## config.mk

```make
export PLATFORM = sky130hd
export DESIGN_NAME = fan_tach_speed_monitor
export DESIGN_NICKNAME = d
export VERILOG_FILES = /design/src/fan_tach_pkg.sv /design/src/fan_edge_detect.sv /design/src/fan_tach_speed_monitor.sv
export VERILOG_INCLUDE_DIRS = /design/src
export SDC_FILE = /design/constraint.sdc
export NUM_CORES = 1
export LEC_CHECK = 0
export BUFFER_PORTS_ARGS = -buffer_cell sky130_fd_sc_hd__buf_2
export CAP_MARGIN = 5
export CELL_PAD_IN_SITES_DETAIL_PLACEMENT = 0
export CELL_PAD_IN_SITES_GLOBAL_PLACEMENT = 2
export CORE_ASPECT_RATIO = 1.4
export CORE_MARGIN = 5
export CORE_UTILIZATION = 34
export DETAILED_ROUTE_END_ITERATION = 7
export GPL_TIMING_DRIVEN = 0
export HOLD_SLACK_MARGIN = 0.05
export PLACE_DENSITY_LB_ADDON = 0.1
export SLEW_MARGIN = 15
export SYNTH_ARGS = -nofsm -noshare
export SYNTH_HDL_FRONTEND = slang
export SYNTH_SLANG_ARGS = --single-unit
```

## constraint.sdc

```tcl
create_clock -name clk -period 3.3 [get_ports clk]
set_input_delay 0.33 -clock clk [delete_from_list [all_inputs] [get_ports clk]]
set_output_delay 0.33 -clock clk [all_outputs]
set_load 0.02 [all_outputs]
```

## src/fan_tach_cfg.svh

```systemverilog
// Offsets, field positions, reset values and timing counts of the fan speed monitor
`ifndef FAN_TACH_CFG_SVH
`define FAN_TACH_CFG_SVH

`define FT_OFF_CTRL        8'h00
`define FT_OFF_STAT        8'h04
`define FT_OFF_HIGH        8'h08
`define FT_OFF_LOW         8'h0C

`define FT_CTRL_ENABLE     0
`define FT_CTRL_MODE       1
`define FT_CTRL_LIMIT_IE   2
`define FT_CTRL_EDGES_LO   11
`define FT_CTRL_EDGES_HI   12
`define FT_CTRL_READY_IE   14
`define FT_CTRL_TOGGLE_IE  15
`define FT_CTRL_READING_LO 16
`define FT_CTRL_READING_HI 31

`define FT_STAT_LIMIT      0
`define FT_STAT_TOGGLE     1
`define FT_STAT_READY      2

`define FT_RST_HIGH        16'hFFFF
`define FT_RST_LOW         16'h0000
`define FT_RST_LIMIT_IE    1'b1
`define FT_RST_EDGES       2'h0

`define FT_EDGES_SEL0      4'h2
`define FT_EDGES_SEL1      4'h3
`define FT_EDGES_SEL2      4'h5
`define FT_EDGES_SEL3      4'h9

`define FT_COUNT_MAX       16'hFFFF

`define FT_CLK_HZ          250000000
`define FT_SLOW_HZ         100000
`define FT_SLOW_DIV        (`FT_CLK_HZ / `FT_SLOW_HZ)

`endif

```

## src/fan_tach_pkg.sv

```systemverilog
// Types shared by the fan speed monitor
package fan_tach_pkg;
  typedef enum logic {
    mode_free_run,
    mode_clock_count
  } read_mode_t;

  typedef enum logic [1:0] {
    meas_wait,
    meas_run
  } meas_state_t;
endpackage : fan_tach_pkg

```

## src/fan_edge_detect.sv

```systemverilog
// Two-stage synchroniser and edge detector for the fan speed input
`timescale 1ns/1ps
module fan_edge_detect (
  input  wire logic clk,
  input  wire logic nrst,
  input  wire logic fan_raw,
  output logic      rise_pulse,
  output logic      edge_pulse
);
  logic sync1_r;
  logic sync2_r;
  logic prev_r;

  // Second stage alone feeds the detector, so one edge gives one pulse
  always_ff @(posedge clk or negedge nrst) begin
    if (!nrst) begin
      sync1_r <= 1'b0;
      sync2_r <= 1'b0;
      prev_r  <= 1'b0;
    end else begin
      sync1_r <= fan_raw;
      sync2_r <= sync1_r;
      prev_r  <= sync2_r;
    end
  end

  assign rise_pulse = sync2_r & ~prev_r;
  assign edge_pulse = sync2_r ^ prev_r;
endmodule : fan_edge_detect

```

## src/fan_tach_speed_monitor.sv

```systemverilog
// Fan speed monitor: edge counter, interval timer, limits, status and APB registers
//
// Contract
// Two counting modes chosen by mode select bit
// Mode 0 counts rising fan input edges
// Mode 0 counter wraps FFFFh to 0000h freely
// Firmware differences readings, samples before wrap
// Firmware keeps interrupts off in Mode 0
// Mode 1 counts 100 kHz cycles over edges
// Firmware selects five edges for typical fans
// Mode 1 latches reading, sets count-ready flag
// Count-ready with its enable raises interrupt
// Flag set when reading beyond high/low limit
// Out-of-limit flag generates interrupt event
// Interrupt output ORs held status events
// Reset returns all state to defaults
// Disable bit or sleep stops monitoring
// Four registers at 00h, 04h, 08h, 0Ch
// Handles 100 to 30,000 rpm without loss
// Edge select 00=2, 01=3, 10=5, 11=9
// Latch at FFFFh, clear counter after copy
// Fan input synchronised before edge detection
`include "fan_tach_cfg.svh"
`timescale 1ns/1ps
module fan_tach_speed_monitor
  import fan_tach_pkg::*;
(
  input  wire logic        clk,
  input  wire logic        nrst,
  input  wire logic        psel,
  input  wire logic        penable,
  input  wire logic        pwrite,
  input  wire logic [7:0]  paddr,
  input  wire logic [31:0] pwdata,
  output logic [31:0]      prdata,
  output logic             pready,
  output logic             pslverr,
  input  wire logic        fan_speed_input,
  input  wire logic        sleep_req,
  output logic             fan_irq
);

  localparam logic [11:0] SLOW_LAST = 12'(`FT_SLOW_DIV - 1);

  // Register state
  logic        enable_r;
  read_mode_t  mode_r;
  logic        limit_ie_r;
  logic [1:0]  edges_sel_r;
  logic        ready_ie_r;
  logic        toggle_ie_r;
  logic [15:0] pulse_count_reading_r;
  logic [15:0] high_limit_r;
  logic [15:0] low_limit_r;
  logic        out_of_limit_flag_r;
  logic        toggle_flag_r;
  logic        ready_flag_r;

  // Measurement state
  meas_state_t state_r;
  meas_state_t state_nxt;
  logic [15:0] interval_cnt_r;
  logic [15:0] interval_cnt_nxt;
  logic [3:0]  edges_seen_r;
  logic [3:0]  edges_seen_nxt;
  logic [11:0] div_cnt_r;
  logic [15:0] reading_nxt;
  logic        reading_load;

  // Bus decode
  logic        access;
  logic        wr_en;
  logic        hit_ctrl;
  logic        hit_stat;
  logic        hit_high;
  logic        hit_low;
  logic        mapped;
  logic        wr_ctrl;
  logic        wr_stat;
  logic        wr_high;
  logic        wr_low;
  logic [31:0] ctrl_rd;
  logic [31:0] stat_rd;
  logic [31:0] high_rd;
  logic [31:0] low_rd;
  logic        rd_setup;
  logic [31:0] rd_mux;
  logic [31:0] prdata_r;

  // Event wires
  logic        rise_pulse;
  logic        edge_pulse;
  logic        active;
  logic        slow_tick;
  logic [3:0]  edges_target;
  logic        interval_done;
  logic        count_full;
  logic        set_limit;
  logic        set_toggle;
  logic        set_ready;
  logic        clr_limit;
  logic        clr_toggle;
  logic        clr_ready;
  logic        beyond_limit;

  fan_edge_detect u_edge (
    .clk        (clk),
    .nrst       (nrst),
    .fan_raw    (fan_speed_input),
    .rise_pulse (rise_pulse),
    .edge_pulse (edge_pulse)
  );

  // APB slave, zero wait states
  assign access   = psel & penable;
  assign wr_en    = access & pwrite;
  assign hit_ctrl = (paddr == `FT_OFF_CTRL);
  assign hit_stat = (paddr == `FT_OFF_STAT);
  assign hit_high = (paddr == `FT_OFF_HIGH);
  assign hit_low  = (paddr == `FT_OFF_LOW);
  assign mapped   = hit_ctrl | hit_stat | hit_high | hit_low;
  assign wr_ctrl  = wr_en & hit_ctrl;
  assign wr_stat  = wr_en & hit_stat;
  assign wr_high  = wr_en & hit_high;
  assign wr_low   = wr_en & hit_low;
  assign pready   = 1'b1;
  assign pslverr  = access & ~mapped;

  assign ctrl_rd = {pulse_count_reading_r, toggle_ie_r, ready_ie_r, 1'b0, edges_sel_r,
                    8'h00, limit_ie_r, mode_r, enable_r};
  assign stat_rd = {29'h0000_0000, ready_flag_r, toggle_flag_r, out_of_limit_flag_r};
  assign high_rd = {16'h0000, high_limit_r};
  assign low_rd  = {16'h0000, low_limit_r};

  // Read data leaves a flop, captured in the setup cycle of a read
  assign rd_setup = psel & ~penable & ~pwrite;
  assign rd_mux   = hit_ctrl ? ctrl_rd :
                    hit_stat ? stat_rd :
                    hit_high ? high_rd :
                    hit_low  ? low_rd  : 32'h0000_0000;

  // Zero outside a read, so an idle bus shows no stale register
  always_ff @(posedge clk or negedge nrst) begin
    if (!nrst) begin
      prdata_r <= 32'h0000_0000;
    end else if (rd_setup) begin
      prdata_r <= rd_mux;
    end else begin
      prdata_r <= 32'h0000_0000;
    end
  end

  assign prdata = prdata_r;

  // Monitoring halts while disabled or asleep
  assign active = enable_r & ~sleep_req;

  // 100 kHz measurement rate as a one-cycle enable
  assign slow_tick = active & (div_cnt_r == SLOW_LAST);

  always_ff @(posedge clk or negedge nrst) begin
    if (!nrst) begin
      div_cnt_r <= 12'h000;
    end else if (!active || slow_tick) begin
      div_cnt_r <= 12'h000;
    end else begin
      div_cnt_r <= div_cnt_r + 12'h001;
    end
  end

  always_comb begin
    unique case (edges_sel_r)
      2'b00: edges_target = `FT_EDGES_SEL0;
      2'b01: edges_target = `FT_EDGES_SEL1;
      2'b10: edges_target = `FT_EDGES_SEL2;
      2'b11: edges_target = `FT_EDGES_SEL3;
    endcase
  end

  // Closing edge of an interval also opens the next, so no edge is lost
  assign interval_done = (state_r == meas_run) & edge_pulse &
                         ((edges_seen_r + 4'h1) == edges_target);
  // 16 bits at 100 kHz span the slowest fan's interval
  assign count_full    = (state_r == meas_run) & slow_tick & ~interval_done &
                         (interval_cnt_r == (`FT_COUNT_MAX - 16'h0001));

  always_comb begin
    state_nxt        = state_r;
    interval_cnt_nxt = interval_cnt_r;
    edges_seen_nxt   = edges_seen_r;
    reading_nxt      = pulse_count_reading_r;
    reading_load     = 1'b0;
    if (!active) begin
      state_nxt        = meas_wait;
      interval_cnt_nxt = 16'h0000;
      edges_seen_nxt   = 4'h0;
    end else if (mode_r == mode_free_run) begin
      state_nxt        = meas_wait;
      interval_cnt_nxt = 16'h0000;
      edges_seen_nxt   = 4'h0;
      // 16-bit add wraps FFFFh to 0000h by itself
      if (rise_pulse) begin
        reading_nxt  = pulse_count_reading_r + 16'h0001;
        reading_load = 1'b1;
      end
    end else begin
      unique case (state_r)
        meas_wait: begin
          if (edge_pulse) begin
            state_nxt        = meas_run;
            interval_cnt_nxt = 16'h0000;
            edges_seen_nxt   = 4'h1;
          end
        end
        meas_run: begin
          if (interval_done) begin
            reading_nxt      = interval_cnt_r;
            reading_load     = 1'b1;
            interval_cnt_nxt = 16'h0000;
            edges_seen_nxt   = 4'h1;
          end else if (count_full) begin
            reading_nxt      = `FT_COUNT_MAX;
            reading_load     = 1'b1;
            interval_cnt_nxt = 16'h0000;
            edges_seen_nxt   = 4'h0;
            state_nxt        = meas_wait;
          end else begin
            if (slow_tick) begin
              interval_cnt_nxt = interval_cnt_r + 16'h0001;
            end
            if (edge_pulse) begin
              edges_seen_nxt = edges_seen_r + 4'h1;
            end
          end
        end
        default: begin
          state_nxt = meas_wait;
        end
      endcase
    end
  end

  always_ff @(posedge clk or negedge nrst) begin
    if (!nrst) begin
      state_r        <= meas_wait;
      interval_cnt_r <= 16'h0000;
      edges_seen_r   <= 4'h0;
    end else begin
      state_r        <= state_nxt;
      interval_cnt_r <= interval_cnt_nxt;
      edges_seen_r   <= edges_seen_nxt;
    end
  end

  always_ff @(posedge clk or negedge nrst) begin
    if (!nrst) begin
      pulse_count_reading_r <= 16'h0000;
    end else if (reading_load) begin
      pulse_count_reading_r <= reading_nxt;
    end
  end

  // Limit check on every new reading
  assign beyond_limit = (reading_nxt > high_limit_r) | (reading_nxt < low_limit_r);
  assign set_limit    = reading_load & beyond_limit;
  assign set_toggle   = active & edge_pulse;
  assign set_ready    = reading_load & (mode_r == mode_clock_count) & ~count_full;

  assign clr_limit  = wr_stat & pwdata[`FT_STAT_LIMIT];
  assign clr_toggle = wr_stat & pwdata[`FT_STAT_TOGGLE];
  assign clr_ready  = wr_stat & pwdata[`FT_STAT_READY];

  // Set beats a same-cycle write-one-to-clear
  always_ff @(posedge clk or negedge nrst) begin
    if (!nrst) begin
      out_of_limit_flag_r <= 1'b0;
    end else begin
      out_of_limit_flag_r <= set_limit | (out_of_limit_flag_r & ~clr_limit);
    end
  end

  always_ff @(posedge clk or negedge nrst) begin
    if (!nrst) begin
      toggle_flag_r <= 1'b0;
    end else begin
      toggle_flag_r <= set_toggle | (toggle_flag_r & ~clr_toggle);
    end
  end

  always_ff @(posedge clk or negedge nrst) begin
    if (!nrst) begin
      ready_flag_r <= 1'b0;
    end else begin
      ready_flag_r <= set_ready | (ready_flag_r & ~clr_ready);
    end
  end

  always_ff @(posedge clk or negedge nrst) begin
    if (!nrst) begin
      enable_r <= 1'b0;
      mode_r   <= mode_free_run;
    end else if (wr_ctrl) begin
      enable_r <= pwdata[`FT_CTRL_ENABLE];
      mode_r   <= read_mode_t'(pwdata[`FT_CTRL_MODE]);
    end
  end

  always_ff @(posedge clk or negedge nrst) begin
    if (!nrst) begin
      limit_ie_r  <= `FT_RST_LIMIT_IE;
      edges_sel_r <= `FT_RST_EDGES;
    end else if (wr_ctrl) begin
      limit_ie_r  <= pwdata[`FT_CTRL_LIMIT_IE];
      edges_sel_r <= pwdata[`FT_CTRL_EDGES_HI:`FT_CTRL_EDGES_LO];
    end
  end

  always_ff @(posedge clk or negedge nrst) begin
    if (!nrst) begin
      ready_ie_r  <= 1'b0;
      toggle_ie_r <= 1'b0;
    end else if (wr_ctrl) begin
      ready_ie_r  <= pwdata[`FT_CTRL_READY_IE];
      toggle_ie_r <= pwdata[`FT_CTRL_TOGGLE_IE];
    end
  end

  // New limits apply from the next reading on
  always_ff @(posedge clk or negedge nrst) begin
    if (!nrst) begin
      high_limit_r <= `FT_RST_HIGH;
    end else if (wr_high) begin
      high_limit_r <= pwdata[15:0];
    end
  end

  always_ff @(posedge clk or negedge nrst) begin
    if (!nrst) begin
      low_limit_r <= `FT_RST_LOW;
    end else if (wr_low) begin
      low_limit_r <= pwdata[15:0];
    end
  end

  // Level interrupt from held status bits through their enables
  assign fan_irq = (out_of_limit_flag_r & limit_ie_r) |
                   (ready_flag_r & ready_ie_r) |
                   (toggle_flag_r & toggle_ie_r);

endmodule : fan_tach_speed_monitor

```

---- Yosys cells after proc, flatten, opt, wreduce, memory -nomap -nowiden ----
Cells that the tools add are included.
storage, ports and cells
  flip-flop bits (word level) ............. 127
operators by class
  bitwise operators ....................... 50
  add/sub/neg operators ................... 4
  order comparisons ....................... 2
  muxes and demuxes ....................... 39
  equal/unequal tests ..................... 16
  reductions and logical operators ........ 8
operator list
  cell                   number
  $mux 16                15
  $mux 32                2
  $add 16x1->16 const B  2
  $pmux 16 s2            1
  $and 1x1->1            30
  $mux 4                 6
  $eq 16x16->1 const B   1
  $eq 8x4->1 const B     2
  $gt 16x16->1           1
  $lt 16x16->1           1
  $pmux 4 s4             1
  $add 12x1->12 const B  1
  $eq 12x12->1 const B   1
  $mux 12                1
  $ne 4x4->1 const B     3
  $ne 6x6->1 const B     2
  $mux 2                 5
  $not 1->1              10
  $or 1x1->1             9
  $reduce_and 3->1       3
  $eq 8x3->1 const B     1
  $logic_not 8->1        1
  $pmux 4 s2             1
  $mux 1                 6
  other kinds (10)       13

---- Logic depth before layout (Yosys ltp) ----
Gate-level depths: netlist (run 1).
  word-level depth ........................ 16
  depth in mapped cells ................... 17

---- Modules after synthesis ----
From an unflattened synthesis (run 1), not the netlist that was laid out.
second synthesis, totals
  cells, all modules ...................... 692
  area total of the unflattened synthesis .. 6852.8 um^2
modules (own cells, without submodules)
  module                  area each (um^2)  sequential area each (um^2)  cells each  instances
  fan_tach_speed_monitor  6757.7            3099.2                       686         1
  fan_edge_detect         95.1              75.1                         6           1

---- Worst setup path after synthesis (run 1) ----
OpenSTA, ideal clock, no wires.
  path kind ............................... reg2reg
  from .................................... register edges_seen_r[0]
  to ...................................... register out_of_limit_flag_r
  path slack .............................. -0.196 ns
  required time ........................... 3.174 ns
  clock period less this slack ............ 3.496 ns
  library setup time ...................... 0.126 ns
  cell stages (with the launch flop) ...... 15
  data arrival time ....................... 3.370 ns
  cells stage by stage .................... dfrtp_1 ha_1 nor2b_1 a221oi_1 a31oi_4 o211a_4 o21ai_0 a21oi_1 a2bb2oi_1 ha_1 nand4_1 or2_2 o32a_1 a32oi_1 o21ai_1
between the ends
  word-level cells in the longest chain between the ends .. 15
  elaborated cells on any way between the ends .. 21
  classes of those cells .................. add/sub (1); order compare (2); eq/ne (1); mux (10); bitwise (7)
ends and longest elaborated chain
  what                                                 RTL line                       RTL
  start, declared                                      fan_tach_speed_monitor.sv:64   logic [3:0] edges_seen_r;
  start signal, assigned                               fan_tach_speed_monitor.sv:251  edges_seen_r <= edges_seen_nxt;
  $add 4x1->4 *                                        fan_tach_speed_monitor.sv:182  ((edges_seen_r + 4'h1) == edges_target);
  $eq 4x4->1 *                                         fan_tach_speed_monitor.sv:182
  $and 1x1->1 *                                        fan_tach_speed_monitor.sv:181  assign interval_done = (state_r == meas_run) & edge_pulse &
  $not 1->1                                            fan_tach_speed_monitor.sv:184  assign count_full = (state_r == meas_run) & slow_tick & ~interval_done &
  $and 1x1->1 (2 in a row)                             fan_tach_speed_monitor.sv:184
  $mux 16                                              fan_tach_speed_monitor.sv:221  end else if (count_full) begin
  $mux 16 *                                            fan_tach_speed_monitor.sv:216  if (interval_done) begin
  $mux 16 *                                            fan_tach_speed_monitor.sv:207  unique case (state_r)
  $mux 16 *                                            fan_tach_speed_monitor.sv:197  end else if (mode_r == mode_free_run) begin
  $mux 16 *                                            fan_tach_speed_monitor.sv:193  if (!active) begin
  named net reading_nxt[12]                            fan_tach_speed_monitor.sv:67   logic [15:0] reading_nxt;
  $gt 16x16->1 / $lt 16x16->1 (equally long branches)  fan_tach_speed_monitor.sv:264  assign beyond_limit = (reading_nxt > high_limit_r) | (reading_nxt < low_limit_r);
  $or 1x1->1 *                                         fan_tach_speed_monitor.sv:264
  $and 1x1->1 *                                        fan_tach_speed_monitor.sv:265  assign set_limit = reading_load & beyond_limit;
  $or 1x1->1 *                                         fan_tach_speed_monitor.sv:278  out_of_limit_flag_r <= set_limit | (out_of_limit_flag_r & ~clr_limit);
  end signal, assigned                                 fan_tach_speed_monitor.sv:278
  end, declared                                        fan_tach_speed_monitor.sv:55   logic out_of_limit_flag_r;
The timed path passes the listed nets; every way through them passes the cells marked *.
A chain may end at the register's enable or synchronous reset.

---- Worst setup path in the final report (run 1) ----
Ends and elaborated chain as after synthesis.

==> metrics.log, run 1 <==
INFO  metric total_leakage_power = 0.00409 µW
INFO  metric grt_setup_unrepaired = true
INFO  metric finalHoldWorstSlack = 0.126 ns
INFO  metric antenna-diode-count = 0
INFO  metric nFillCells = 1897
INFO  metric dieHeight = 178 µm
INFO  metric worstMarginPinSlew = 0.906 ns
INFO  metric synth_cells = 695
INFO  metric initial_core_util = 34.5%
INFO  metric total_buffers_and_inverters_traversed_by_the_critical_path = 2
INFO  metric critical_path_cell_list = ha_4 > buf_4 > a221oi_4 > a31oi_4 > o211a_4 > buf_4 > o21ai_4 > a21oi_2 > a2bb2oi_2 > ha_1 > nand4_1 > or2_4 > o31ai_2 > o32a_1 > a32oi_1 > o21ai_1
INFO  metric synthesis.nets = 779
INFO  metric failing_checks = setup timing
INFO  metric routed_wirelength = 20700 µm
INFO  metric max_cap_viol_count = 0
INFO  metric clock_tree.htree_level_count = 4
INFO  metric hold_viol = 0
INFO  metric ys_dominant_reg_cell = sky130_fd_sc_hd__dfrtp_1
INFO  metric drt-vias-per-instance = 5.22
INFO  metric avgRoutedWirePerCell = 19.3 µm
INFO  metric hpwlAfterDp = 15500 µm
INFO  metric synth_top_area_cell = sky130_fd_sc_hd__dfrtp_1
INFO  metric ys_types = 71
INFO  metric quantity_of_i_o_buffers_inserted_on_ports = 62
INFO  metric critical_path.slowest_cell = sky130_fd_sc_hd__dfrtp_2
INFO  metric rows = 61
INFO  metric timing.clock.skew = 0.0127 ns
INFO  metric clkSinkCount = 126
INFO  metric syn-mean-instance-area = 9.86 µm²
INFO  metric final_max_slew_viol_count = 0
INFO  metric post-route-drc-count = 0
INFO  metric drtIter0Drc = 348
INFO  metric powerDensity = 453 mW/mm²
INFO  metric clkSlewWorstSetupHoldPaths = 0.07 ns
INFO  metric worst_ir_drop_vdd = 0.000369 V
INFO  metric synth_top_area_share = 39.8%
INFO  metric ys.warnings.count = 0
INFO  metric synth.top_cells.by_area = sky130_fd_sc_hd__dfrtp_1, sky130_fd_sc_hd__ha_1, sky130_fd_sc_hd__dfstp_2, sky130_fd_sc_hd__mux2_2, sky130_fd_sc_hd__a21oi_1
INFO  metric layout_worst_path_cycle_share = 108%
INFO  metric drt_pass1_iterations = 5
INFO  metric number_of_vias_in_the_routed_layout = 5593
INFO  metric hold_class = input pin to register
INFO  metric io-pin-count = 82
INFO  metric final_net_count = 891
INFO  metric track_usage = 19.0%
INFO  metric critical_path_peak_fanout = 8
INFO  metric grt_max_degree = 82
INFO  metric synthesis.area = 0.00686 mm²
INFO  metric first_pass_grt_wire_length = 33500 µm
INFO  metric cpPeakStageDelay = 0.46 ns
INFO  metric crit_type = register to register
INFO  metric grt_overflow_total = 0
INFO  metric route.antenna.remaining_nets = 0
INFO  metric critPathRequiredTime = 3.65 ns
INFO  metric die_area = 0.0231 mm²
INFO  metric place_congestion = 0.879
INFO  metric seq_area_frac_synth = 46.3%
INFO  metric layout-area-overhead-vs-synth = 28.6%
INFO  metric cell_chosen_for_the_clock_root = sky130_fd_sc_hd__clkbuf_16
INFO  metric floorplan.die.width = 130 µm
INFO  metric synth-edff-count = 0
INFO  metric achievable-frequency = 0.279 GHz
INFO  metric path_delay_family = compound AO/OA/AOI/OAI gates
INFO  metric min_period = 3.58 ns
INFO  metric clock_latency = 0.43 ns
INFO  metric cts-buffers-inserted = 17
INFO  metric synthArstFlopShare = 100%
INFO  metric tritoncts = built
INFO  metric relSlewSlack = 39.6%
INFO  metric preCtsSetupSlack = -0.780 ns
INFO  metric max_root_sink_buffers = 2
INFO  metric cp_data_arrival_time = 3.93 ns
INFO  metric core_area = 0.0198 mm²
INFO  metric finalSetupViolations = 1
INFO  metric antenna_found_initial = 0
INFO  metric kind_of_end_point_of_the_critical_path = register
INFO  metric critical-path-top-cell-by-count = sky130_fd_sc_hd__buf_4
INFO  metric worst_setup_path_start_kind = register
INFO  metric drive_gt1_share = 31.3%
INFO  metric setup_ws = -0.279 ns
INFO  metric outcome = complete, but fails checks
INFO  metric grt_pass1_vias = 6053
INFO  metric synth_seq_cells = 126
[per-stage QoR]
stage               total power (µW)  instance area [µm²]  utilization, %  cells  setup TNS [ns]
finish                          3990                 8820            44.4   1072          -0.279
global route                    4160                 8820            44.4   1072          -0.447
CTS                             4040                 8750            44.1   1069          -0.269
detailed placement              1930                 7580            38.2   1010          -0.780
global placement                1920                 7550            38.0   1009          -0.812
floorplan                       1800                 6920               -    695               0
[power breakdown]
| group | switching (µW) | leakage, µW | internal [µW] |
|---|---|---|---|
| sequential | 30.1 | 0.00169 | 1580 |
| combinational | 200 | 0.00210 | 149 |
| clock | 759 | 0.000305 | 1280 |
| total | 990 | 0.00409 | 3000 |
[cell type report]
class | instances | area [µm²] | area share [%]
buffer | 26 | 153 | 1.73
clock buffer | 17 | 425 | 4.82
clock inverter | 15 | 210 | 2.38
inverter | 45 | 169 | 1.92
multi-input combinational | 498 | 3760 | 42.7
sequential | 126 | 3180 | 36.0
tap | 252 | 315 | 3.58
timing repair buffer | 93 | 602 | 6.83
[flip-flops by register name, summed over array words and instances, names as in the netlist, 2 cells and up]
name,count
interval_cnt_r,16
edges_seen_r,4
low_limit_r,16
high_limit_r,16
div_cnt_r,12
edges_sel_r,2
pulse_count_reading_r,16
prdata,32
[kinds of logic (layout without fill, tap and decap cells)]
group / count (synthesis) / in the layout / share of synthesized area, %
other: 1 / 1 / 0.0547
AND/OR/NAND/NOR: 245 / 245 / 18.6
AO/OA/AOI/OAI: 156 / 156 / 14.7
buffers and inverters: 71 / 196 / 4.36
XOR/XNOR: 19 / 19 / 2.43
flip-flops: 126 / 126 / 46.3
multiplexers: 40 / 40 / 6.83
adder cells (fa/ha/maj): 37 / 37 / 6.75
[placed cells by master, fill, tap and decap left out, types with 9 or more instances in the layout]
| master | netlist | routed |
|---|---|---|
| sky130_fd_sc_hd__a21oi_1 | 48 | 31 |
| sky130_fd_sc_hd__buf_2 | 2 | 61 |
| sky130_fd_sc_hd__dfstp_2 | 17 | 17 |
| sky130_fd_sc_hd__a21oi_2 | 0 | 17 |
| sky130_fd_sc_hd__nor2_1 | 59 | 57 |
| sky130_fd_sc_hd__clkbuf_16 | 0 | 17 |
| sky130_fd_sc_hd__xnor2_1 | 10 | 10 |
| sky130_fd_sc_hd__clkbuf_1 | 18 | 17 |
| sky130_fd_sc_hd__o21ai_0 | 43 | 36 |
| sky130_fd_sc_hd__ha_1 | 37 | 32 |
| sky130_fd_sc_hd__dfrtp_1 | 109 | 106 |
| sky130_fd_sc_hd__mux2i_1 | 13 | 13 |
| sky130_fd_sc_hd__buf_4 | 1 | 26 |
| sky130_fd_sc_hd__nand3_1 | 35 | 34 |
| sky130_fd_sc_hd__nand2_1 | 53 | 50 |
| sky130_fd_sc_hd__nand4_1 | 15 | 15 |
| sky130_fd_sc_hd__xor2_1 | 9 | 9 |
| sky130_fd_sc_hd__inv_1 | 45 | 45 |
| sky130_fd_sc_hd__a21o_1 | 11 | 11 |
| sky130_fd_sc_hd__mux2_2 | 24 | 24 |
| sky130_fd_sc_hd__and2_1 | 16 | 16 |
[synth_stat cells (all sizes together) (13+ instances only)]
| library cell | count |
|---|---|
| clkbuf | 20 |
| and2 | 16 |
| dfstp | 17 |
| nor2 | 59 |
| mux2i | 13 |
| mux2 | 24 |
| o21ai | 45 |
| ha | 37 |
| a21oi | 49 |
| inv | 45 |
| nand4 | 15 |
| nand3 | 35 |
| nand2 | 53 |
| dfrtp | 109 |
[path summary, 6_finish.rpt]
path | cells after the start | slack, ns | from | end
max in group asynchronous | 3 | 2.10 | nrst | high_limit_r[10]
min in group asynchronous | 2 | 0.41 | nrst | div_cnt_r[6]
hold / removal | 3 | 0.13 | pwdata[4] | high_limit_r[4]
hold reg to reg | 0 | 0.36 | u_edge.sync1_r | u_edge.sync2_r
setup / recovery | 16 | -0.28 | edges_seen_r[0] | out_of_limit_flag_r
setup reg to reg | 16 | -0.28 | edges_seen_r[0] | out_of_limit_flag_r
[worst reg2reg max path, cell delays in order (launching register included)]
cell and delay [ns]:
sky130_fd_sc_hd__dfrtp_2 0.46, sky130_fd_sc_hd__ha_4 0.21, sky130_fd_sc_hd__buf_4 0.14, sky130_fd_sc_hd__a221oi_4 0.24
sky130_fd_sc_hd__a31oi_4 0.08, sky130_fd_sc_hd__o211a_4 0.31, sky130_fd_sc_hd__buf_4 0.15, sky130_fd_sc_hd__o21ai_4 0.25
sky130_fd_sc_hd__a21oi_2 0.10, sky130_fd_sc_hd__a2bb2oi_2 0.19, sky130_fd_sc_hd__ha_1 0.34, sky130_fd_sc_hd__nand4_1 0.11
sky130_fd_sc_hd__or2_4 0.28, sky130_fd_sc_hd__o31ai_2 0.24, sky130_fd_sc_hd__o32a_1 0.21, sky130_fd_sc_hd__a32oi_1 0.10
sky130_fd_sc_hd__o21ai_1 0.08
[per-layer routing]
layer	track usage [%]	up-vias	part of all wire, %
li1	-	2712	-
met4	6.07	0	2.0
met3	3.51	25	2.5
met2	35.2	74	56
met5	0	-	0
met1	21.7	2782	40
[timing repair]
| action | 4_1_cts | 5_1_grt |
|---|---|---|
| cloned | 2 | 0 |
| setup buffers | 23 | 3 |
| resized for setup | 67 | 14 |
| pin swaps | 33 | 10 |
| setup endpoints to repair | 1 | 1 |
| hold buffers | 2 | 0 |
| endpoints found under the hold margin | 46 | 0 |
(Power assumes the default switching activity.)
==> run 2: changes to the inputs <==
- SYNTH_HIERARCHICAL: default -> 1
==> run 2 against run 1 <==
The flow still finishes with violations (setup timing). Die area hardly changed. Combinational power fell by 43%. Cell count down 1.4%. Total power down 13%. Register-to-register slack got worse by 0.37 ns. Non-clock buffer count decreased by 11. Largest cell class unchanged. Highest routed layer unchanged.
==> metrics.log, run 2 <==
INFO  metric outcome = complete, but fails checks
INFO  metric failing_checks = setup timing
INFO  metric kind_of_end_point_of_the_critical_path = register
INFO  metric layout_worst_path_cycle_share = 120% (+11 points)
INFO  metric post_synthesis_simple_gate_area_fraction = 17.4% (-1.2 points)
INFO  metric core_area = 0.0198 mm² (unchanged)
INFO  metric place_congestion = 0.828 (-5.8%)
INFO  metric quantity_of_i_o_buffers_inserted_on_ports = 63 (+1.6%)
INFO  metric syn-mean-instance-area = 9.90 µm² (+0.40%)
INFO  metric clock_latency = 0.42 ns (about the same)
INFO  metric grt_max_degree = 80 (-2.4%)
INFO  metric track_usage = 18.1% (-0.84 points)
INFO  metric most-common-layout-cells = sky130_fd_sc_hd__dfrtp_1, sky130_fd_sc_hd__buf_2, sky130_fd_sc_hd__nor2_1
INFO  metric synthesis.nets = 776 (-0.39%)
INFO  metric finalSetupViolations = 1 (unchanged)
INFO  metric ys_dominant_reg_cell = sky130_fd_sc_hd__dfrtp_1
INFO  metric placedCellCount = 1008 (-0.20%)
INFO  metric cpPeakStageDelay = 0.42 ns (-0.04 ns)
INFO  metric antenna-diode-count = 0 (unchanged)
INFO  metric critical_path.slowest_cell = sky130_fd_sc_hd__dfrtp_1
INFO  metric route.antenna.remaining_nets = 0 (unchanged)
INFO  metric floorplan.die.width = 130 µm (about the same)
INFO  metric final_net_count = 876 (-1.7%)
INFO  metric drt-vias-per-instance = 5.21 (-0.23%)
INFO  metric worstMarginPinSlew = 0.854 ns (-0.0525 ns)
INFO  metric seq_area_frac_synth = 46.3% (about the same)
INFO  metric grt_setup_unrepaired = true
INFO  metric worst_ir_drop_vdd = 0.000320 V (-13%)
INFO  metric layoutNonFillerInstCount = 1057 (-1.4%)
INFO  metric critical_path_peak_fanout = 6 (-2)
INFO  metric hold_viol = 0 (unchanged)
INFO  metric critical_path_cell_list = buf_6 > a21bo_1 > a41oi_2 > or3b_4 > and3_4 > o211ai_1 > a21oi_2 > o221a_4 > ha_4 > nand4_1 > nor3_4 > nand4_1 > or3_1 > a21boi_2 > a22oi_1 > a21boi_2
INFO  metric mostFrequentLayoutCell = sky130_fd_sc_hd__dfrtp_1
INFO  metric synth-edff-count = 0 (unchanged)
INFO  metric clkSlewWorstSetupHoldPaths = 0.06 ns (about the same)
INFO  metric drive_gt1_share = 27.2% (-4.1 points)
INFO  metric rows = 61 (unchanged)
INFO  metric grt_pass1_vias = 5781 (-4.5%)
INFO  metric min_period = 3.95 ns (+0.372 ns)
INFO  metric total_leakage_power = 0.00386 µW (-5.6%)
INFO  metric timing.clock.skew = 0.00906 ns (-0.00362 ns)
INFO  metric yosys.cell_count.top_type = sky130_fd_sc_hd__dfrtp_1
INFO  metric fin_setup_tns = -0.650 ns (-0.372 ns)
INFO  metric xor_xnor_portion_of_the_synthesized_cell_area = 2.04% (-0.38 points)
INFO  metric drt_pass1_iterations = 5 (unchanged)
INFO  metric grt_overflow_total = 0 (unchanged)
INFO  metric avgRoutedWirePerCell = 18.7 µm (-2.9%)
INFO  metric cts-buffers-inserted = 17 (unchanged)
INFO  metric worst_setup_path_start_kind = register
INFO  metric hpwlAfterDp = 15000 µm (-3.4%)
INFO  metric nFillCells = 1968 (+3.7%)
INFO  metric achievable-frequency = 0.253 GHz (-9.4%)
INFO  metric combinational_family_with_the_most_area_after_synthesis = simple AND/OR/NAND/NOR gates
INFO  metric final_max_slew_viol_count = 0 (unchanged)
INFO  metric clock_tree.htree_level_count = 4 (unchanged)
INFO  metric post_synth_mux_area_share = 9.33% (+2.5 points)
INFO  metric dieHeight = 178 µm (about the same)
INFO  metric clkSinkCount = 126 (unchanged)
INFO  metric layout-area-overhead-vs-synth = 23.8%
INFO  metric total_buffers_and_inverters_traversed_by_the_critical_path = 1 (-1)
INFO  metric relSlewSlack = 43.1% (+3.5 points)
INFO  metric ys_types = 62 (-13%)
INFO  metric setup_ws = -0.650 ns (-0.372 ns)
INFO  metric synth_top_area_share = 39.8% (about the same)
INFO  metric flip_flop_count_of_the_largest_register_after_layout = 32 (unchanged)
INFO  metric drtIter0Drc = 301 (-14%)
INFO  metric synth_seq_cells = 126 (unchanged)
INFO  metric number_of_vias_in_the_routed_layout = 5502 (-1.6%)
INFO  metric synth-compound-area-share = 13.6% (-1.1 points)
INFO  metric powerDensity = 410 mW/mm² (-9.4%)
INFO  metric hold_class = input pin to register
INFO  metric critPathRequiredTime = 3.60 ns (-0.05 ns)
INFO  metric crit_type = register to register
INFO  metric io-pin-count = 82 (unchanged)
INFO  metric tritoncts = built
INFO  metric cell_chosen_for_the_clock_root = sky130_fd_sc_hd__clkbuf_16
INFO  metric max_cap_viol_count = 0 (unchanged)
INFO  metric synth.top_cells.by_area = sky130_fd_sc_hd__dfrtp_1, sky130_fd_sc_hd__ha_1, sky130_fd_sc_hd__dfstp_2, sky130_fd_sc_hd__mux2_2, sky130_fd_sc_hd__nor2_1
INFO  metric die_area = 0.0231 mm² (about the same)
INFO  metric synth.cells.most_frequent = sky130_fd_sc_hd__dfrtp_1, sky130_fd_sc_hd__nor2_1, sky130_fd_sc_hd__nand2_1
INFO  metric first_pass_grt_wire_length = 31900 µm (-4.8%)
INFO  metric max_root_sink_buffers = 2 (unchanged)
INFO  metric synthesis.area = 0.00685 mm² (about the same)
INFO  metric ys.warnings.count = 6 (+6)
INFO  metric antenna_found_initial = 0 (unchanged)
INFO  metric routed_wirelength = 19800 µm (-4.3%)
INFO  metric adder_cell_share_of_the_synthesized_area = 6.76% (about the same)
INFO  metric synth_cells = 692 (-0.43%)
INFO  metric path_delay_family = compound AO/OA/AOI/OAI gates
INFO  metric synth_top_area_cell = sky130_fd_sc_hd__dfrtp_1
INFO  metric post-route-drc-count = 0 (unchanged)
INFO  metric synthArstFlopShare = 100% (unchanged)
INFO  metric setup.reg_to_reg.worst_slack = -0.65 ns (-0.37 ns)
INFO  metric cp_data_arrival_time = 4.25 ns (+0.32 ns)
INFO  metric initial_core_util = 34.5% (about the same)
## run 2: cell types whose count changed after synthesis, sizes merged, moves of 5 or more
cell / change
mux2: +15
a21oi: -13
o21ai: -11
mux2i: +7
or3: -7
a21o: -6
a31oi: -6
nand2b: +6
nand3: -6
nor2b: -6
nor3: +5
xnor2: -5
## run 2: metrics by stage
step	hold WS (ns)	utilization [%]	worst slack [ns]	cell area [µm²]	total power, µW
5_1_grt	0.139	42.8	-0.835	8490	3620
4_1_cts	0.133	42.0	-0.805	8340	3540
6_report	0.152	42.8	-0.650	8490	3480
2_1_floorplan	0.0344	-	-0.239	6920	1700
3_3_place_gp	0.337	38.1	-1.20	7550	1780
3_5_place_dp	0.335	38.2	-1.17	7590	1790
## run 2: path summary, 6_finish.rpt
| path | cells after the start | endpoint | start |
|---|---|---|---|
| min in group asynchronous | 2 | prdata[29] | nrst |
| min reg2reg | 0 | u_edge/sync2_r | u_edge/sync1_r |
| max reg2reg | 16 | out_of_limit_flag_r | edges_seen_r[0] |
| max | 16 | out_of_limit_flag_r | edges_seen_r[0] |
| max in group asynchronous | 3 | high_limit_r[1] | nrst |
| min | 2 | low_limit_r[4] | pwdata[4] |
## run 2: per-layer routing
layer	vias to the layer above	global-route usage [%]	part of all wire [%]
li1	2686	-	-
met1	2706	20.9	40
met2	85	33.2	55
met3	25	3.42	2.4
met4	0	6.15	2.0
met5	-	0	0
## run 2: timing repair
| item | 4_1_cts | 5_1_grt |
|---|---|---|
| gates resized for setup | 20 | 28 |
| setup buffers | 17 | 2 |
| hold endpoints to repair | 70 | 0 |
| endpoints found under the setup margin | 2 | 1 |
| hold buffers | 2 | 0 |
| cloned | 0 | 0 |
| pin swaps | 13 | 18 |
## run 2: logic make-up (layout without fill, tap and decap cells)
kind of cell / count (synthesis) / after routing
other cells: 1 / 1
buf+inv: 75 / 188
xor+xnor: 16 / 16
flops: 126 / 126
mux: 59 / 59
compound gates: 141 / 141
simple gates: 237 / 237
fa+ha+maj: 37 / 37
## run 2: cell type report
| cell class | instances | area (µm²) | area share (%) |
|---|---|---|---|
| plain buffers | 24 | 144 | 1.70 |
| clock buffers | 20 | 447 | 5.26 |
| clock inverters | 12 | 90.1 | 1.06 |
| inverters | 48 | 180 | 2.12 |
| multi-input cells | 491 | 3620 | 42.7 |
| flip-flops and latches | 126 | 3180 | 37.4 |
| well taps | 252 | 315 | 3.72 |
| repair buffers | 84 | 512 | 6.03 |
## run 2: where the power goes
group          internal [µW]  switching (µW)  leakage [µW]
Combinational           80.2             118       0.00193
Sequential              1560            13.5       0.00167
Clock                    983             726      0.000257
Total                   2630             858       0.00386
==> run 3: changes to the inputs <==
- SETUP_SLACK_MARGIN: default -> 0.5
==> run 3 against run 2 <==
The flow still finishes with violations (setup timing). Count of clock-buffer cells in the layout stayed put. Global-route usage is 0.13 points lower. Setup slack worse by 0.14 ns. Wire length is 0.28% lower. Flip-flop and latch count stayed put. Sequential power hardly changed. Critical path depth is 3 higher. First-iteration DRC count is 4.3% higher. Non-clock buffer count is 6 higher. Hold slack worse by 0.00076 ns. Largest cell class unchanged.
==> metrics.log, run 3 (synthesized netlist as in run 2, its figures left out) <==
INFO  metric hold-path-cell-count = 2 (unchanged)
INFO  metric grt_pass1_vias = 5760 (-0.36%)
INFO  metric timing.rr.end = out_of_limit_flag_r
INFO  metric final_max_slew_viol_count = 0 (unchanged)
INFO  metric nFillCells = 1970 (+0.10%)
INFO  metric hold_class = input pin to register
INFO  metric finalSetupViolations = 1 (unchanged)
INFO  metric hpwlAfterDp = 15000 µm (unchanged)
INFO  metric critPathRequiredTime = 3.60 ns (about the same)
INFO  metric failing_checks = setup timing
INFO  metric relSlewSlack = 42.9% (-0.18 points)
INFO  metric routed_wirelength = 19700 µm (-0.28%)
INFO  metric floorplan.die.width = 130 µm (unchanged)
INFO  metric first_pass_grt_wire_length = 31600 µm (-0.93%)
INFO  metric cell_chosen_for_the_clock_root = sky130_fd_sc_hd__clkbuf_16
INFO  metric worstMarginPinSlew = 0.857 ns (+0.00271 ns)
INFO  metric cts-buffers-inserted = 17 (unchanged)
INFO  metric setup.reg_to_reg.worst_slack = -0.79 ns (-0.14 ns)
INFO  metric grt_max_degree = 80 (unchanged)
INFO  metric achievable-frequency = 0.245 GHz (-3.3%)
INFO  metric post-route-drc-count = 0 (unchanged)
INFO  metric fin_setup_tns = -0.787 ns (-0.136 ns)
INFO  metric finalHoldWorstSlack = 0.151 ns (-0.000763 ns)
INFO  metric final_net_count = 882 (+0.68%)
INFO  metric route.antenna.remaining_nets = 0 (unchanged)
INFO  metric multi_input_area = 0.00354 mm² (-2.2%)
INFO  metric mostFrequentLayoutCell = sky130_fd_sc_hd__dfrtp_1
INFO  metric hold_viol = 0 (unchanged)
INFO  metric powerDensity = 412 mW/mm² (+0.37%)
INFO  metric antenna_found_initial = 0 (unchanged)
INFO  metric timing.reg2reg.worst_path_depth = 19 (+3)
INFO  metric avgRoutedWirePerCell = 18.6 µm (-0.85%)
INFO  metric critical_path_peak_fanout = 6 (unchanged)
INFO  metric initial_core_util = 34.5% (unchanged)
INFO  metric tritoncts = built
INFO  metric worst_ir_drop_vdd = 0.000323 V (+0.82%)
INFO  metric flip_flop_count_of_the_largest_register_after_layout = 32 (unchanged)
INFO  metric worst_hold_startpoint = pwdata[4]
INFO  metric place_congestion = 0.828 (unchanged)
INFO  metric rows = 61 (unchanged)
INFO  metric number_of_vias_in_the_routed_layout = 5526 (+0.44%)
INFO  metric clock_latency = 0.42 ns (about the same)
INFO  metric hold-path-endpoint = low_limit_r[4]
INFO  metric crit_type = register to register
INFO  metric layout_worst_path_cycle_share = 124% (+4.1 points)
INFO  metric clkSlewWorstSetupHoldPaths = 0.06 ns (about the same)
INFO  metric max_root_sink_buffers = 2 (unchanged)
INFO  metric antenna-diode-count = 0 (unchanged)
INFO  metric most-common-layout-cells = sky130_fd_sc_hd__dfrtp_1, sky130_fd_sc_hd__buf_2, sky130_fd_sc_hd__nor2_1
INFO  metric drt-vias-per-instance = 5.20 (-0.13%)
INFO  metric min_period = 4.09 ns (+0.136 ns)
INFO  metric drt_pass1_iterations = 6 (+1)
INFO  metric drive_gt1_share = 27.3% (+0.045 points)
INFO  metric grt_setup_unrepaired = true
INFO  metric worst_setup_path_start_kind = register
INFO  metric io-pin-count = 82 (unchanged)
INFO  metric setup.worst_path.start = edges_seen_r[1]
INFO  metric post-route-util = 42.6% (-0.19 points)
INFO  metric kind_of_end_point_of_the_critical_path = register
INFO  metric clock_tree.htree_level_count = 4 (unchanged)
INFO  metric timing.clock.skew = 0.00790 ns (-0.00116 ns)
INFO  metric quantity_of_i_o_buffers_inserted_on_ports = 63 (unchanged)
INFO  metric clkSinkCount = 126 (unchanged)
INFO  metric dieHeight = 178 µm (unchanged)
INFO  metric core_area = 0.0198 mm² (unchanged)
INFO  metric sequential_cell_area = 0.00318 mm² (about the same)
INFO  metric drtIter0Drc = 314 (+4.3%)
INFO  metric layout-area-overhead-vs-synth = 23.3%
INFO  metric max_cap_viol_count = 0 (unchanged)
INFO  metric grt_overflow_total = 0 (unchanged)
INFO  metric setup_ws = -0.787 ns (-0.136 ns)
INFO  metric die_area = 0.0231 mm² (unchanged)
INFO  metric timing.rr.start = edges_seen_r[1]
INFO  metric outcome = complete, but fails checks
INFO  metric cp_data_arrival_time = 4.39 ns (+0.14 ns)
INFO  metric total_leakage_power = 0.00385 µW (-0.22%)
INFO  metric track_usage = 18.0% (-0.13 points)
[run 3: how the worst max path moves through the flow]
stage                     slack (ns)  depth (start not counted)                  end
final                          -0.79                         19  out_of_limit_flag_r
after global placement         -1.20                         15  out_of_limit_flag_r
after floorplan                -0.24                         17  out_of_limit_flag_r
after global routing           -0.95                         17  out_of_limit_flag_r
after detailed placement       -1.17                         15  out_of_limit_flag_r
after CTS                      -0.83                         17  out_of_limit_flag_r
[run 3: area by class of cell]
cell class	instances	area share (%)
multi-input cells	491	41.9
flip-flops and latches	126	37.6
repair buffers	87	6.32
clock buffers	20	5.29
well taps	252	3.73
inverters	48	2.13
plain buffers	27	1.90
clock inverters	12	1.07
[run 3: per-layer routing]
metal  global-route usage (%)  share of wire, %  wire length [µm]  vias up
li1                         -                 -                 -     2705
met1                     20.7                40              7920     2690
met5                        0                 0                 0        -
met3                     3.24               2.7               531       31
met2                     32.7                54             10700      100
met4                     7.06               2.9               569        0
[run 3: power by group]
part           switching, µW  internal [µW]  leakage, µW
Sequential              13.2           1560      0.00167
Clock                    728            982     0.000257
Combinational            118           77.3      0.00193
[run 3: critical path: stages, from the launching register on]
cell and delay [ns]:
sky130_fd_sc_hd__dfrtp_2 0.44, sky130_fd_sc_hd__buf_6 0.13, sky130_fd_sc_hd__a21bo_1 0.21, sky130_fd_sc_hd__a41oi_2 0.15, sky130_fd_sc_hd__or3b_4 0.40, sky130_fd_sc_hd__and3_4 0.16, sky130_fd_sc_hd__buf_6 0.13, sky130_fd_sc_hd__o211ai_1 0.15
sky130_fd_sc_hd__buf_4 0.15, sky130_fd_sc_hd__a21oi_2 0.06, sky130_fd_sc_hd__buf_4 0.15, sky130_fd_sc_hd__o221a_4 0.24, sky130_fd_sc_hd__ha_4 0.27, sky130_fd_sc_hd__nand4_1 0.13, sky130_fd_sc_hd__nor3_2 0.24, sky130_fd_sc_hd__nand4_1 0.13
sky130_fd_sc_hd__or3_1 0.38, sky130_fd_sc_hd__a21boi_2 0.16, sky130_fd_sc_hd__a22oi_1 0.10, sky130_fd_sc_hd__a21boi_2 0.18
[run 3: repair_timing]
action,4_1_cts,5_1_grt
hold buffers,2,0
hold endpoints to repair,70,0
setup buffers,10,11
setup endpoints to repair,18,20
cloned,0,0
pin swaps,3,12
resized for setup,15,25
[run 3: through the flow]
stage | setup WS, ns | power [µW] | cells | area (µm²)
after floorplan | -0.239 | 1700 | 692 | 6920
after global placement | -1.20 | 1780 | 1007 | 7550
after detailed placement | -1.17 | 1790 | 1008 | 7590
after CTS | -0.826 | 3530 | 1052 | 8280
after global routing | -0.954 | 3620 | 1063 | 8450
final | -0.787 | 3480 | 1063 | 8450
